--- src/verilog/npl_consts.vh ---
// Constants of the configuration loader: store word addresses,
// field positions, reset values, register offsets and timing counts.
// Included by the store reader, the loader and the bench files; definitions only.
`ifndef NPL_CONSTS_VH
`define NPL_CONSTS_VH

// Word addresses inside the integrated configuration store
`define NPL_PIN_WORD_ADDR 8'h20
`define NPL_FUNC_WORD_ADDR 8'h21

// Field positions in the pin-control word
`define NPL_PIN_LVL0 0
`define NPL_PIN_LVL1 1
`define NPL_PIN_COLD_ADV 2
`define NPL_PIN_GIGA_OFF 3
`define NPL_PIN_DIR0 8
`define NPL_PIN_DIR1 9

// Field positions in the functions-control word
`define NPL_FUNC_PREF 9
`define NPL_FUNC_NARROW 10
// Bits kept from the functions-control word: narrow mode and prefetch
`define NPL_FUNC_KEEP 16'h0600

// Hardware defaults used before and instead of a stored word
`define NPL_PIN_WORD_RST 16'h000C
`define NPL_FUNC_WORD_RST 16'h0400

// Register byte offsets on the bus
`define NPL_OFS_CTRL 8'h00
`define NPL_OFS_PWRCAP 8'h04
`define NPL_OFS_BASE_ADDRESS_CONTROL_REGISTER 8'h08
`define NPL_OFS_STATUS 8'h0C
`define NPL_OFS_RAW 8'h10

// Field positions in the device control register
`define NPL_CTRL_LVL0 0
`define NPL_CTRL_LVL1 1
`define NPL_CTRL_DIR0 2
`define NPL_CTRL_DIR1 3
`define NPL_CTRL_COLD_ADV 4

// Bus responses
`define NPL_RESP_OKAY 2'h0
`define NPL_RESP_SLVERR 2'h2

// Store answer timeout: longest wait, rounded down to cycles
`define NPL_CLK_PERIOD_NS 5
`define NPL_STORE_TIMEOUT_NS 1000
// 1000 ns at 5 ns a cycle, sized for the 8-bit wait timer
`define NPL_STORE_TIMEOUT_CYC 8'hC8

`endif

--- src/verilog/npl_pin_sync.v ---
// Three-stage synchroniser with agreement filter for pin inputs.
// Assumes inputs asynchronous to sys_clk; output follows once the
// second and third stages agree.
`timescale 1ns/1ps
module npl_pin_sync #(
  parameter WIDTH = 1
) (
  // Clock, reset, enable
  input wire sys_clk,
  input wire reset,
  input wire ce,
  // Raw pin levels
  input wire [WIDTH-1:0] pinIn,
  // Filtered levels
  output reg [WIDTH-1:0] levelOut
);

  reg [WIDTH-1:0] stageOne_reg; // Read only by stage two
  reg [WIDTH-1:0] stageTwo_reg;
  reg [WIDTH-1:0] stageThree_reg;

  // Shift chain and agreement filter, one bit at a time
  genvar i;
  generate
    for (i = 0; i < WIDTH; i = i + 1)
    begin : gBit
      always @(posedge sys_clk)
      begin
        if (reset)
        begin
          stageOne_reg[i] <= 1'b0;
          stageTwo_reg[i] <= 1'b0;
          stageThree_reg[i] <= 1'b0;
          levelOut[i] <= 1'b0;
        end
        else if (ce)
        begin
          stageOne_reg[i] <= pinIn[i];
          stageTwo_reg[i] <= stageOne_reg[i];
          stageThree_reg[i] <= stageTwo_reg[i];
          // Accept a change only when two stages agree
          if (stageTwo_reg[i] == stageThree_reg[i])
            levelOut[i] <= stageThree_reg[i];
        end
      end
    end
  endgenerate

endmodule

--- src/verilog/npl_store_reader.v ---
// Single-word reader for the integrated configuration store.
// Assumes the store sits on sys_clk and answers a held read enable
// with a one-cycle valid; gives up after a fixed timeout.
`timescale 1ns/1ps
`include "npl_consts.vh"
module npl_store_reader (
  // Clock, reset, enable
  input wire sys_clk,
  input wire reset,
  input wire ce,
  // Request from the loader
  input wire start,
  input wire [7:0] wordAddr,
  output reg done,
  output reg timedOut,
  output reg [15:0] wordData,
  // Store read port
  output wire storeRdEn,
  output reg [7:0] storeAddr,
  input wire storeRdValid,
  input wire [15:0] storeRdData
);

  localparam [7:0] TIMEOUT_MAX = `NPL_STORE_TIMEOUT_CYC;

  reg busy_reg; // Read under way
  reg [7:0] timer_reg; // Cycles waited so far

  // Enable stays high until the store answers or the wait times out
  assign storeRdEn = busy_reg;

  // Request, wait and capture
  always @(posedge sys_clk)
  begin
    if (reset)
    begin
      busy_reg <= 1'b0;
      timer_reg <= 8'h00;
      storeAddr <= 8'h00;
      wordData <= 16'h0000;
      done <= 1'b0;
      timedOut <= 1'b0;
    end
    else if (ce)
    begin
      done <= 1'b0;
      timedOut <= 1'b0;
      if (!busy_reg)
      begin
        // Latch the word address on start
        if (start)
        begin
          busy_reg <= 1'b1;
          storeAddr <= wordAddr;
          timer_reg <= 8'h00;
        end
      end
      else if (storeRdValid)
      begin
        // Store answered
        busy_reg <= 1'b0;
        wordData <= storeRdData;
        done <= 1'b1;
      end
      else if (timer_reg == TIMEOUT_MAX)
      begin
        // No answer: report and let the loader keep defaults
        busy_reg <= 1'b0;
        done <= 1'b1;
        timedOut <= 1'b1;
      end
      else
        timer_reg <= timer_reg + 8'h01;
    end
  end

endmodule

--- src/verilog/npl_config_loader.v ---
// Configuration loader: reads the pin-control and functions-control
// words after reset and applies them to the live device state.
// Assumes a same-clock store port, an AXI4-Lite master that waits
// for answers, and asynchronous pin and auxiliary power inputs.
//
// How it works
// - Gigabit off outside full-power state when set
// - Bit 2 decides cold-sleep wake capability report
// - Bit 2 copied into control advertise bit
// - Advertised only while auxiliary power present
// - Advertise bit clear never reports capability
// - Bit 1 sets soft pin one level
// - Bit 0 sets soft pin zero level
// - Bit 10 selects legacy 32-bit base mode
// - Bit 9 marks base registers prefetchable
// - Register space has read side effects
// - Prefetchable marking only from stored word
// - Direction bits set pins; levels drive outputs
`timescale 1ns/1ps
`include "npl_consts.vh"
module npl_config_loader (
  // Clock, reset, enable
  input wire sys_clk,
  input wire reset,
  input wire ce,
  // Store read port
  output wire storeRdEn,
  output wire [7:0] storeAddr,
  input wire storeRdValid,
  input wire [15:0] storeRdData,
  // Power state and auxiliary power pin
  input wire inActiveFullPower,
  input wire auxPowerPresentPin,
  // Derived device state
  output reg gigabitDisable,
  output wire coldWakeCapable,
  output wire legacyNarrowBaseMode,
  output wire prefetchableBaseMarking,
  output reg loadDone,
  // Soft pins 0 and 1, two-way
  input wire [1:0] softPinIn,
  output wire [1:0] softPinOut,
  output wire [1:0] softPinOe,
  // AXI4-Lite write address
  input wire [7:0] s_axi_awaddr,
  input wire s_axi_awvalid,
  output wire s_axi_awready,
  // AXI4-Lite write data
  input wire [31:0] s_axi_wdata,
  input wire [3:0] s_axi_wstrb,
  input wire s_axi_wvalid,
  output wire s_axi_wready,
  // AXI4-Lite write response
  output reg [1:0] s_axi_bresp,
  output reg s_axi_bvalid,
  input wire s_axi_bready,
  // AXI4-Lite read address
  input wire [7:0] s_axi_araddr,
  input wire s_axi_arvalid,
  output wire s_axi_arready,
  // AXI4-Lite read data
  output reg [31:0] s_axi_rdata,
  output reg [1:0] s_axi_rresp,
  output reg s_axi_rvalid,
  input wire s_axi_rready
);

  // Loader states
  localparam [2:0] ST_START = 3'h0;
  localparam [2:0] ST_PIN = 3'h1;
  localparam [2:0] ST_PIN_WAIT = 3'h2;
  localparam [2:0] ST_FUNC = 3'h3;
  localparam [2:0] ST_FUNC_WAIT = 3'h4;
  localparam [2:0] ST_DONE = 3'h5;

  // Register decode: offset known to the map
  function mapped;
    input [7:0] ofs;
    begin
      mapped = (ofs == `NPL_OFS_CTRL) || (ofs == `NPL_OFS_PWRCAP) ||
        (ofs == `NPL_OFS_BASE_ADDRESS_CONTROL_REGISTER) || (ofs == `NPL_OFS_STATUS) ||
        (ofs == `NPL_OFS_RAW);
    end
  endfunction

  reg [2:0] state_reg; // Loader state
  reg [2:0] state_next;
  reg readerStart; // One-cycle start to the reader
  reg [7:0] readerAddr; // Word to fetch
  wire readerDone; // Reader finished
  wire readerTimedOut; // Store never answered
  wire [15:0] readerData; // Word fetched
  reg [15:0] pinWord_reg; // Applied pin-control word
  reg [15:0] funcWord_reg; // Applied functions-control word
  reg storeError_reg; // Sticky store timeout
  reg [4:0] ctrl_reg; // Device control register bits
  reg auxChanged_reg; // Sticky aux power change, clear on read
  reg auxSeen_reg; // Last filtered aux level
  wire auxPresent; // Filtered aux power level
  wire [1:0] pinLevel; // Filtered soft pin levels
  reg awHeld_reg; // Write address captured
  reg wHeld_reg; // Write data captured
  reg [7:0] awAddr_reg;
  reg [31:0] wData_reg;
  reg [3:0] wStrb_reg;
  reg [31:0] readValue; // Read mux output
  wire doWrite; // Both halves of a write in hand
  wire doRead; // Read address taken
  wire statusRead; // Read of the status word
  // Store word fetcher
  npl_store_reader uReader (.sys_clk(sys_clk), .reset(reset), .ce(ce),
    .start(readerStart), .wordAddr(readerAddr), .done(readerDone),
    .timedOut(readerTimedOut), .wordData(readerData),
    .storeRdEn(storeRdEn), .storeAddr(storeAddr),
    .storeRdValid(storeRdValid), .storeRdData(storeRdData));
  // Pin synchronisers: aux power and two soft pins
  npl_pin_sync #(.WIDTH(3)) uSync (.sys_clk(sys_clk), .reset(reset),
    .ce(ce), .pinIn({auxPowerPresentPin, softPinIn}),
    .levelOut({auxPresent, pinLevel}));
  // Loader sequence: pin word, then function word, once
  always @*
  begin
    state_next = state_reg;
    readerStart = 1'b0;
    readerAddr = `NPL_PIN_WORD_ADDR;
    case (state_reg)
      ST_START:
        state_next = ST_PIN;
      ST_PIN:
      begin
        readerStart = 1'b1;
        state_next = ST_PIN_WAIT;
      end
      ST_PIN_WAIT:
        if (readerDone)
          state_next = ST_FUNC;
      ST_FUNC:
      begin
        readerStart = 1'b1;
        readerAddr = `NPL_FUNC_WORD_ADDR;
        state_next = ST_FUNC_WAIT;
      end
      ST_FUNC_WAIT:
        if (readerDone)
          state_next = ST_DONE;
      ST_DONE:
        state_next = ST_DONE;
      default:
        state_next = ST_START;
    endcase
  end

  // Loader registers and applied words
  always @(posedge sys_clk)
  begin
    if (reset)
    begin
      state_reg <= ST_START;
      pinWord_reg <= `NPL_PIN_WORD_RST;
      funcWord_reg <= `NPL_FUNC_WORD_RST;
      storeError_reg <= 1'b0;
      loadDone <= 1'b0;
    end
    else if (ce)
    begin
      state_reg <= state_next;
      // Timeout keeps the hardware default word
      if (readerDone && readerTimedOut)
        storeError_reg <= 1'b1;
      if (readerDone && !readerTimedOut && state_reg == ST_PIN_WAIT)
        pinWord_reg <= readerData;
      // Only bits 10 and 9 are kept
      if (readerDone && !readerTimedOut && state_reg == ST_FUNC_WAIT)
        funcWord_reg <= readerData & `NPL_FUNC_KEEP;
      // Registers open to the host once both words are
      if (state_reg == ST_DONE)
        loadDone <= 1'b1;
    end
  end
  // Base address marking comes from the stored word, or from the hardware default on a timeout
  assign legacyNarrowBaseMode = funcWord_reg[`NPL_FUNC_NARROW];
  // No runtime path alters this marking
  assign prefetchableBaseMarking = funcWord_reg[`NPL_FUNC_PREF];
  // Capability needs both the advertise bit and aux power
  assign coldWakeCapable = pinWord_reg[`NPL_PIN_COLD_ADV] & auxPresent;
  // Gigabit block outside the full-power state
  always @(posedge sys_clk)
  begin
    if (reset)
      gigabitDisable <= 1'b1;
    else if (ce)
      gigabitDisable <= pinWord_reg[`NPL_PIN_GIGA_OFF] &
        !inActiveFullPower;
  end
  // Soft pins drive their level only as outputs
  assign softPinOut = {ctrl_reg[`NPL_CTRL_LVL1], ctrl_reg[`NPL_CTRL_LVL0]};
  assign softPinOe = {ctrl_reg[`NPL_CTRL_DIR1], ctrl_reg[`NPL_CTRL_DIR0]};
  // Bus handshakes: held off until load is complete, and while frozen
  assign s_axi_awready = ce && loadDone && !awHeld_reg && !s_axi_bvalid;
  assign s_axi_wready = ce && loadDone && !wHeld_reg && !s_axi_bvalid;
  assign s_axi_arready = ce && loadDone && !s_axi_rvalid;
  assign doWrite = awHeld_reg && wHeld_reg;
  assign doRead = s_axi_arvalid && s_axi_arready;
  assign statusRead = doRead && (s_axi_araddr == `NPL_OFS_STATUS);

  // Write channel capture and response
  always @(posedge sys_clk)
  begin
    if (reset)
    begin
      awHeld_reg <= 1'b0;
      wHeld_reg <= 1'b0;
      awAddr_reg <= 8'h00;
      wData_reg <= 32'h00000000;
      wStrb_reg <= 4'h0;
      s_axi_bvalid <= 1'b0;
      s_axi_bresp <= `NPL_RESP_OKAY;
    end
    else if (ce)
    begin
      // Address and data in either order
      if (s_axi_awvalid && s_axi_awready)
      begin
        awHeld_reg <= 1'b1;
        awAddr_reg <= s_axi_awaddr;
      end
      if (s_axi_wvalid && s_axi_wready)
      begin
        wHeld_reg <= 1'b1;
        wData_reg <= s_axi_wdata;
        wStrb_reg <= s_axi_wstrb;
      end
      // Response once both halves are in
      if (doWrite)
      begin
        awHeld_reg <= 1'b0;
        wHeld_reg <= 1'b0;
        s_axi_bvalid <= 1'b1;
        s_axi_bresp <= mapped(awAddr_reg) ? `NPL_RESP_OKAY :
          `NPL_RESP_SLVERR;
      end
      else if (s_axi_bvalid && s_axi_bready)
        s_axi_bvalid <= 1'b0;
    end
  end

  // Device control register: loaded, then software writable
  always @(posedge sys_clk)
  begin
    if (reset)
      ctrl_reg <= 5'h00;
    else if (ce)
    begin
      if (state_reg == ST_FUNC)
      begin
        // Pin word applied before the host can reach it
        ctrl_reg[`NPL_CTRL_LVL0] <= pinWord_reg[`NPL_PIN_LVL0];
        ctrl_reg[`NPL_CTRL_LVL1] <= pinWord_reg[`NPL_PIN_LVL1];
        ctrl_reg[`NPL_CTRL_DIR0] <= pinWord_reg[`NPL_PIN_DIR0];
        ctrl_reg[`NPL_CTRL_DIR1] <= pinWord_reg[`NPL_PIN_DIR1];
        ctrl_reg[`NPL_CTRL_COLD_ADV] <=
          pinWord_reg[`NPL_PIN_COLD_ADV];
      end
      else if (doWrite && awAddr_reg == `NPL_OFS_CTRL && wStrb_reg[0])
        // Levels and directions only; advertise bit stays read-only
        ctrl_reg[3:0] <= wData_reg[3:0];
    end
  end

  // Aux power change flag; a change wins over the clearing read
  always @(posedge sys_clk)
  begin
    if (reset)
    begin
      auxSeen_reg <= 1'b0;
      auxChanged_reg <= 1'b0;
    end
    else if (ce)
    begin
      auxSeen_reg <= auxPresent;
      if (auxSeen_reg != auxPresent)
        auxChanged_reg <= 1'b1;
      else if (statusRead)
        // Reading clears it, so the space must not be prefetched
        auxChanged_reg <= 1'b0;
    end
  end

  // Read data mux
  always @*
  begin
    case (s_axi_araddr)
      `NPL_OFS_CTRL:
        readValue = {27'h0000000, ctrl_reg};
      `NPL_OFS_PWRCAP:
        readValue = {31'h00000000, coldWakeCapable};
      `NPL_OFS_BASE_ADDRESS_CONTROL_REGISTER:
        readValue = {30'h00000000, prefetchableBaseMarking,
          legacyNarrowBaseMode};
      `NPL_OFS_STATUS:
        readValue = {24'h000000, pinLevel, auxChanged_reg, auxPresent,
          gigabitDisable, storeError_reg, inActiveFullPower, loadDone};
      `NPL_OFS_RAW:
        readValue = {funcWord_reg, pinWord_reg};
      default:
        readValue = 32'h00000000;
    endcase
  end
  // Read answer, one cycle after the address is taken
  always @(posedge sys_clk)
  begin
    if (reset)
    begin
      s_axi_rvalid <= 1'b0;
      s_axi_rdata <= 32'h00000000;
      s_axi_rresp <= `NPL_RESP_OKAY;
    end
    else if (ce)
    begin
      if (doRead)
      begin
        s_axi_rvalid <= 1'b1;
        s_axi_rdata <= readValue;
        s_axi_rresp <= mapped(s_axi_araddr) ? `NPL_RESP_OKAY :
          `NPL_RESP_SLVERR;
      end
      else if (s_axi_rvalid && s_axi_rready)
        s_axi_rvalid <= 1'b0;
    end
  end

endmodule

--- config.mk ---
export PLATFORM = sky130hd
export DESIGN_NAME = npl_config_loader
export DESIGN_NICKNAME = d
export VERILOG_FILES = /design/src/verilog/npl_pin_sync.v /design/src/verilog/npl_store_reader.v /design/src/verilog/npl_config_loader.v
export VERILOG_INCLUDE_DIRS = /design/src /design/src/verilog
export SDC_FILE = /design/constraint.sdc
export NUM_CORES = 1
export LEC_CHECK = 0
export ABC_CLOCK_PERIOD_IN_PS = 4300
export BUFFER_PORTS_ARGS = -buffer_cell sky130_fd_sc_hd__buf_2
export CAP_MARGIN = 20
export CORE_MARGIN = 2
export CORE_UTILIZATION = 55
export CTS_BUF_LIST = sky130_fd_sc_hd__clkbuf_16
export DETAILED_ROUTE_END_ITERATION = 16
export PLACE_DENSITY = 0.9
export SLEW_MARGIN = 20
export SYNTH_ARGS = -nofsm -noshare
export SYNTH_HDL_FRONTEND = slang
export SYNTH_SLANG_ARGS = --single-unit
--- constraint.sdc ---
create_clock -name sys_clk -period 4.3 [get_ports sys_clk]
set_clock_uncertainty 0.05 [all_clocks]
set_input_delay 0.86 -clock sys_clk [delete_from_list [all_inputs] [get_ports sys_clk]]
set_output_delay 0.86 -clock sys_clk [all_outputs]
set_load 0.005 [all_outputs]
==> flow_summary.ini <==
[critical_path]
cpPeakStageDelay_ns = 0.36
critPathTopFamily = buffers and inverters
cp.depth = 4
worstSetupEndpointType = output pin
criticalPathCategory = in -> out
crit_chain = buf_2 -> nor4bb_1 -> buf_4 -> buf_2
arrival_ns = 1.92
cp_slowest_cell = buf_2
r2r_cells = 4
critPathMaxFanout = 25
crit_buf_inv = 3
cp_common_cell = buf_2
cp.required_ns = 3.39
cp-start-kind = input port

[yosys]
yosys_register_bits = 109
yosysWarnings = 0
synth_area_per_cell_um2 = 8.44
ys_seq_area_share_pct = 47.6
netlist_area_um2 = 4580
syn_inst = 543
synth_edf_count = 0
ys_async_sr_fraction_pct = 0
yosys.cell_types.count = 59
synth_ff_type = dfxtp_1

[clocking]
cts.sinks = 109
clockRootBuffer = clkbuf_16
cts.clk_slew.worst_paths_ns = 0.08
cts.repair.resized = 0
cts_buffers = 9
cts_setup_buffers = 0
tritoncts = built
cts_max_level = 3
hold_buffers = 0
insertion_delay_ns = 0.34
clk_path_buf_depth = 2

[final_layout]
regArea_um2 = 2180
final_nets = 689
area_growth_pct = 14.3
drive_above_1_share_pct = 19.0
final_area_um2 = 5240
finalNonFillerCells = 716
antenna_cells = 0
postLayoutCoreUtil_pct = 64.4
nFillCells = 673
multiInputGateArea_um2 = 2130
largest_reg_flops = 18

[route]
drt_iter0_markers = 314
routed_via_density = 5.40
detail_route.wl_per_cell_um = 14.1
wirelength_mm = 10.1
drc_errors = 0
ant_nets = 0
vias = 3866
firstDrtPassIters = 4

[power]
power_density_nw_per_um2 = 377
vdd_drop_max_mv = 0.187
p_leak_nw = 2.12

[job]
drv_cap = 0

[placed_design]
gp_congestion = 0.915
dp_hpwl_mm = 7.15
postPlaceCellArea_um2 = 4930
port_buffers = 86
placedCellCount = 700

[global_route]
overflow = 0
grt_pass1_wl_mm = 16.3
track_usage_pct = 22.8
grt_start_max_net_pins = 86
antenna_found_initial = 0
grt_pass1_vias = 3433

[sta]
worst_slew_margin_rel_pct = 31.9
rsz0062_at_grt = no
report.final.hold_viol_count = 0
setup_violations = 0
hold_ws_ns = 0.403
fmax_ghz = 0.354
finalCritPeriodShare_pct = 65.7
worst_slew_pin_slew_ns = 1.02
period_needed_ns = 2.83
tns_ns = 0
drv_slew = 0

[floorplanning]
start_util_pct = 56.3
core_um2 = 8130
rows = 33
die_x_um = 95.3
die-area_um2 = 9080
ioPinCount = 140
die_h_um = 95.3

[outcome]
status = finished, final reports clean

[hold_path]
hp-class = reg -> reg
whs_path_depth = 2
cell usage in the layout (no fill, tap or decap), drive strengths merged, types with 6 or more instances in the layout:
cell / n
nand2: 114
mux2i: 14
conb: 22
dfxtp: 109
a22o: 13
inv: 10
nor2: 30
a21oi: 67
mux2: 6
o21ai: 16
clkbuf: 9
and2: 7
nand3: 26
buf: 90
cells in the mapped netlist, types with 2 or more instances:
cell type / n / area [µm²]
mux2i_1: 14 / 140
and2_1: 4 / 25.0
and2_0: 3 / 18.8
mux2_2: 2 / 22.5
buf_4: 26 / 195
buf_2: 3 / 15.0
clkbuf_1: 29 / 109
a311oi_1: 3 / 26.3
nand3b_1: 5 / 37.5
a21oi_2: 3 / 26.3
or3_1: 2 / 12.5
a22oi_1: 3 / 22.5
ha_1: 2 / 25.0
nand2_1: 114 / 428
a221o_1: 2 / 20.0
nor2b_1: 3 / 18.8
nor4bb_1: 2 / 20.0
a21o_1: 3 / 22.5
mux2_1: 4 / 45.0
and3_1: 4 / 25.0
and4_1: 2 / 17.5
or4_1: 4 / 30.0
nand2b_1: 4 / 25.0
o21ai_1: 10 / 50.1
o21ai_0: 6 / 30.0
o2111ai_1: 2 / 17.5
a31oi_1: 3 / 18.8
nor2_1: 30 / 113
a22o_1: 13 / 114
dfxtp_1: 109 / 2180
a21oi_1: 64 / 320
nand3_1: 26 / 130
xor2_1: 4 / 35.0
inv_1: 7 / 26.3
nor3_1: 4 / 20.0
logic make-up (layout without fill, tap and decap cells):
kind of cell | after synthesis | after routing | share of synthesized area, %
other cells | 1 | 22 | 0.0818
simple gates | 218 | 218 | 22.4
flops | 109 | 109 | 47.6
xor+xnor | 4 | 4 | 0.764
mux | 20 | 20 | 4.53
fa+ha+maj | 2 | 2 | 0.546
buf+inv | 67 | 114 | 7.70
compound gates | 122 | 122 | 16.4
per-layer routing:
| layer | routed length [µm] | vias up | global-route usage, % |
|---|---|---|---|
| met3 | 606 | 17 | 3.32 |
| met2 | 4780 | 150 | 36.4 |
| met1 | 4500 | 1742 | 31.2 |
| met5 | 0 | - | 0 |
| met4 | 208 | 0 | 8.82 |
| li1 | - | 1957 | - |
through the flow:
stage	power [W]	setup slack (ns)
after floorplan	0.00113	1.70
after global placement	0.00115	1.54
after detailed placement	0.00115	1.46
after global routing	0.00203	1.29
after CTS	0.00198	1.51
final	0.00197	1.47
where the power goes:
group	internal, W	leakage [nW]	total [W]	switching (W)
clock	0.000460	0.144	0.000842	0.000382
sequential	0.00102	0.880	0.00103	0.0000116
combinational	0.0000401	1.09	0.000103	0.0000628
worst register-to-register path, cell delays in order, from the launching register on:
cell and delay (ns):
dfxtp_1 0.53, nand4b_1 0.21, nor4_1 0.51, and3_1 0.54, a221o_1 0.23
layout make-up:
class                   instances  share of cell area [%]
clock inverters                 7                    1.58
well taps                     105                    2.51
clock buffers                   9                    4.30
repair buffers                 90                    8.79
multi-input cells             388                    40.6
flip-flops and latches        109                    41.7
inverters                       8                   0.573
path summary, 6_finish.rpt:
check	start	to	slack, ns
worst max-delay path	ce	s_axi_awready	1.47
worst min-delay path	s_axi_rdata[4]	s_axi_rdata[4]	0.40
worst max register to register	loadDone	s_axi_rdata[7]	2.20
worst min register to register	s_axi_rdata[4]	s_axi_rdata[4]	0.40
(Power assumes the default switching activity.)
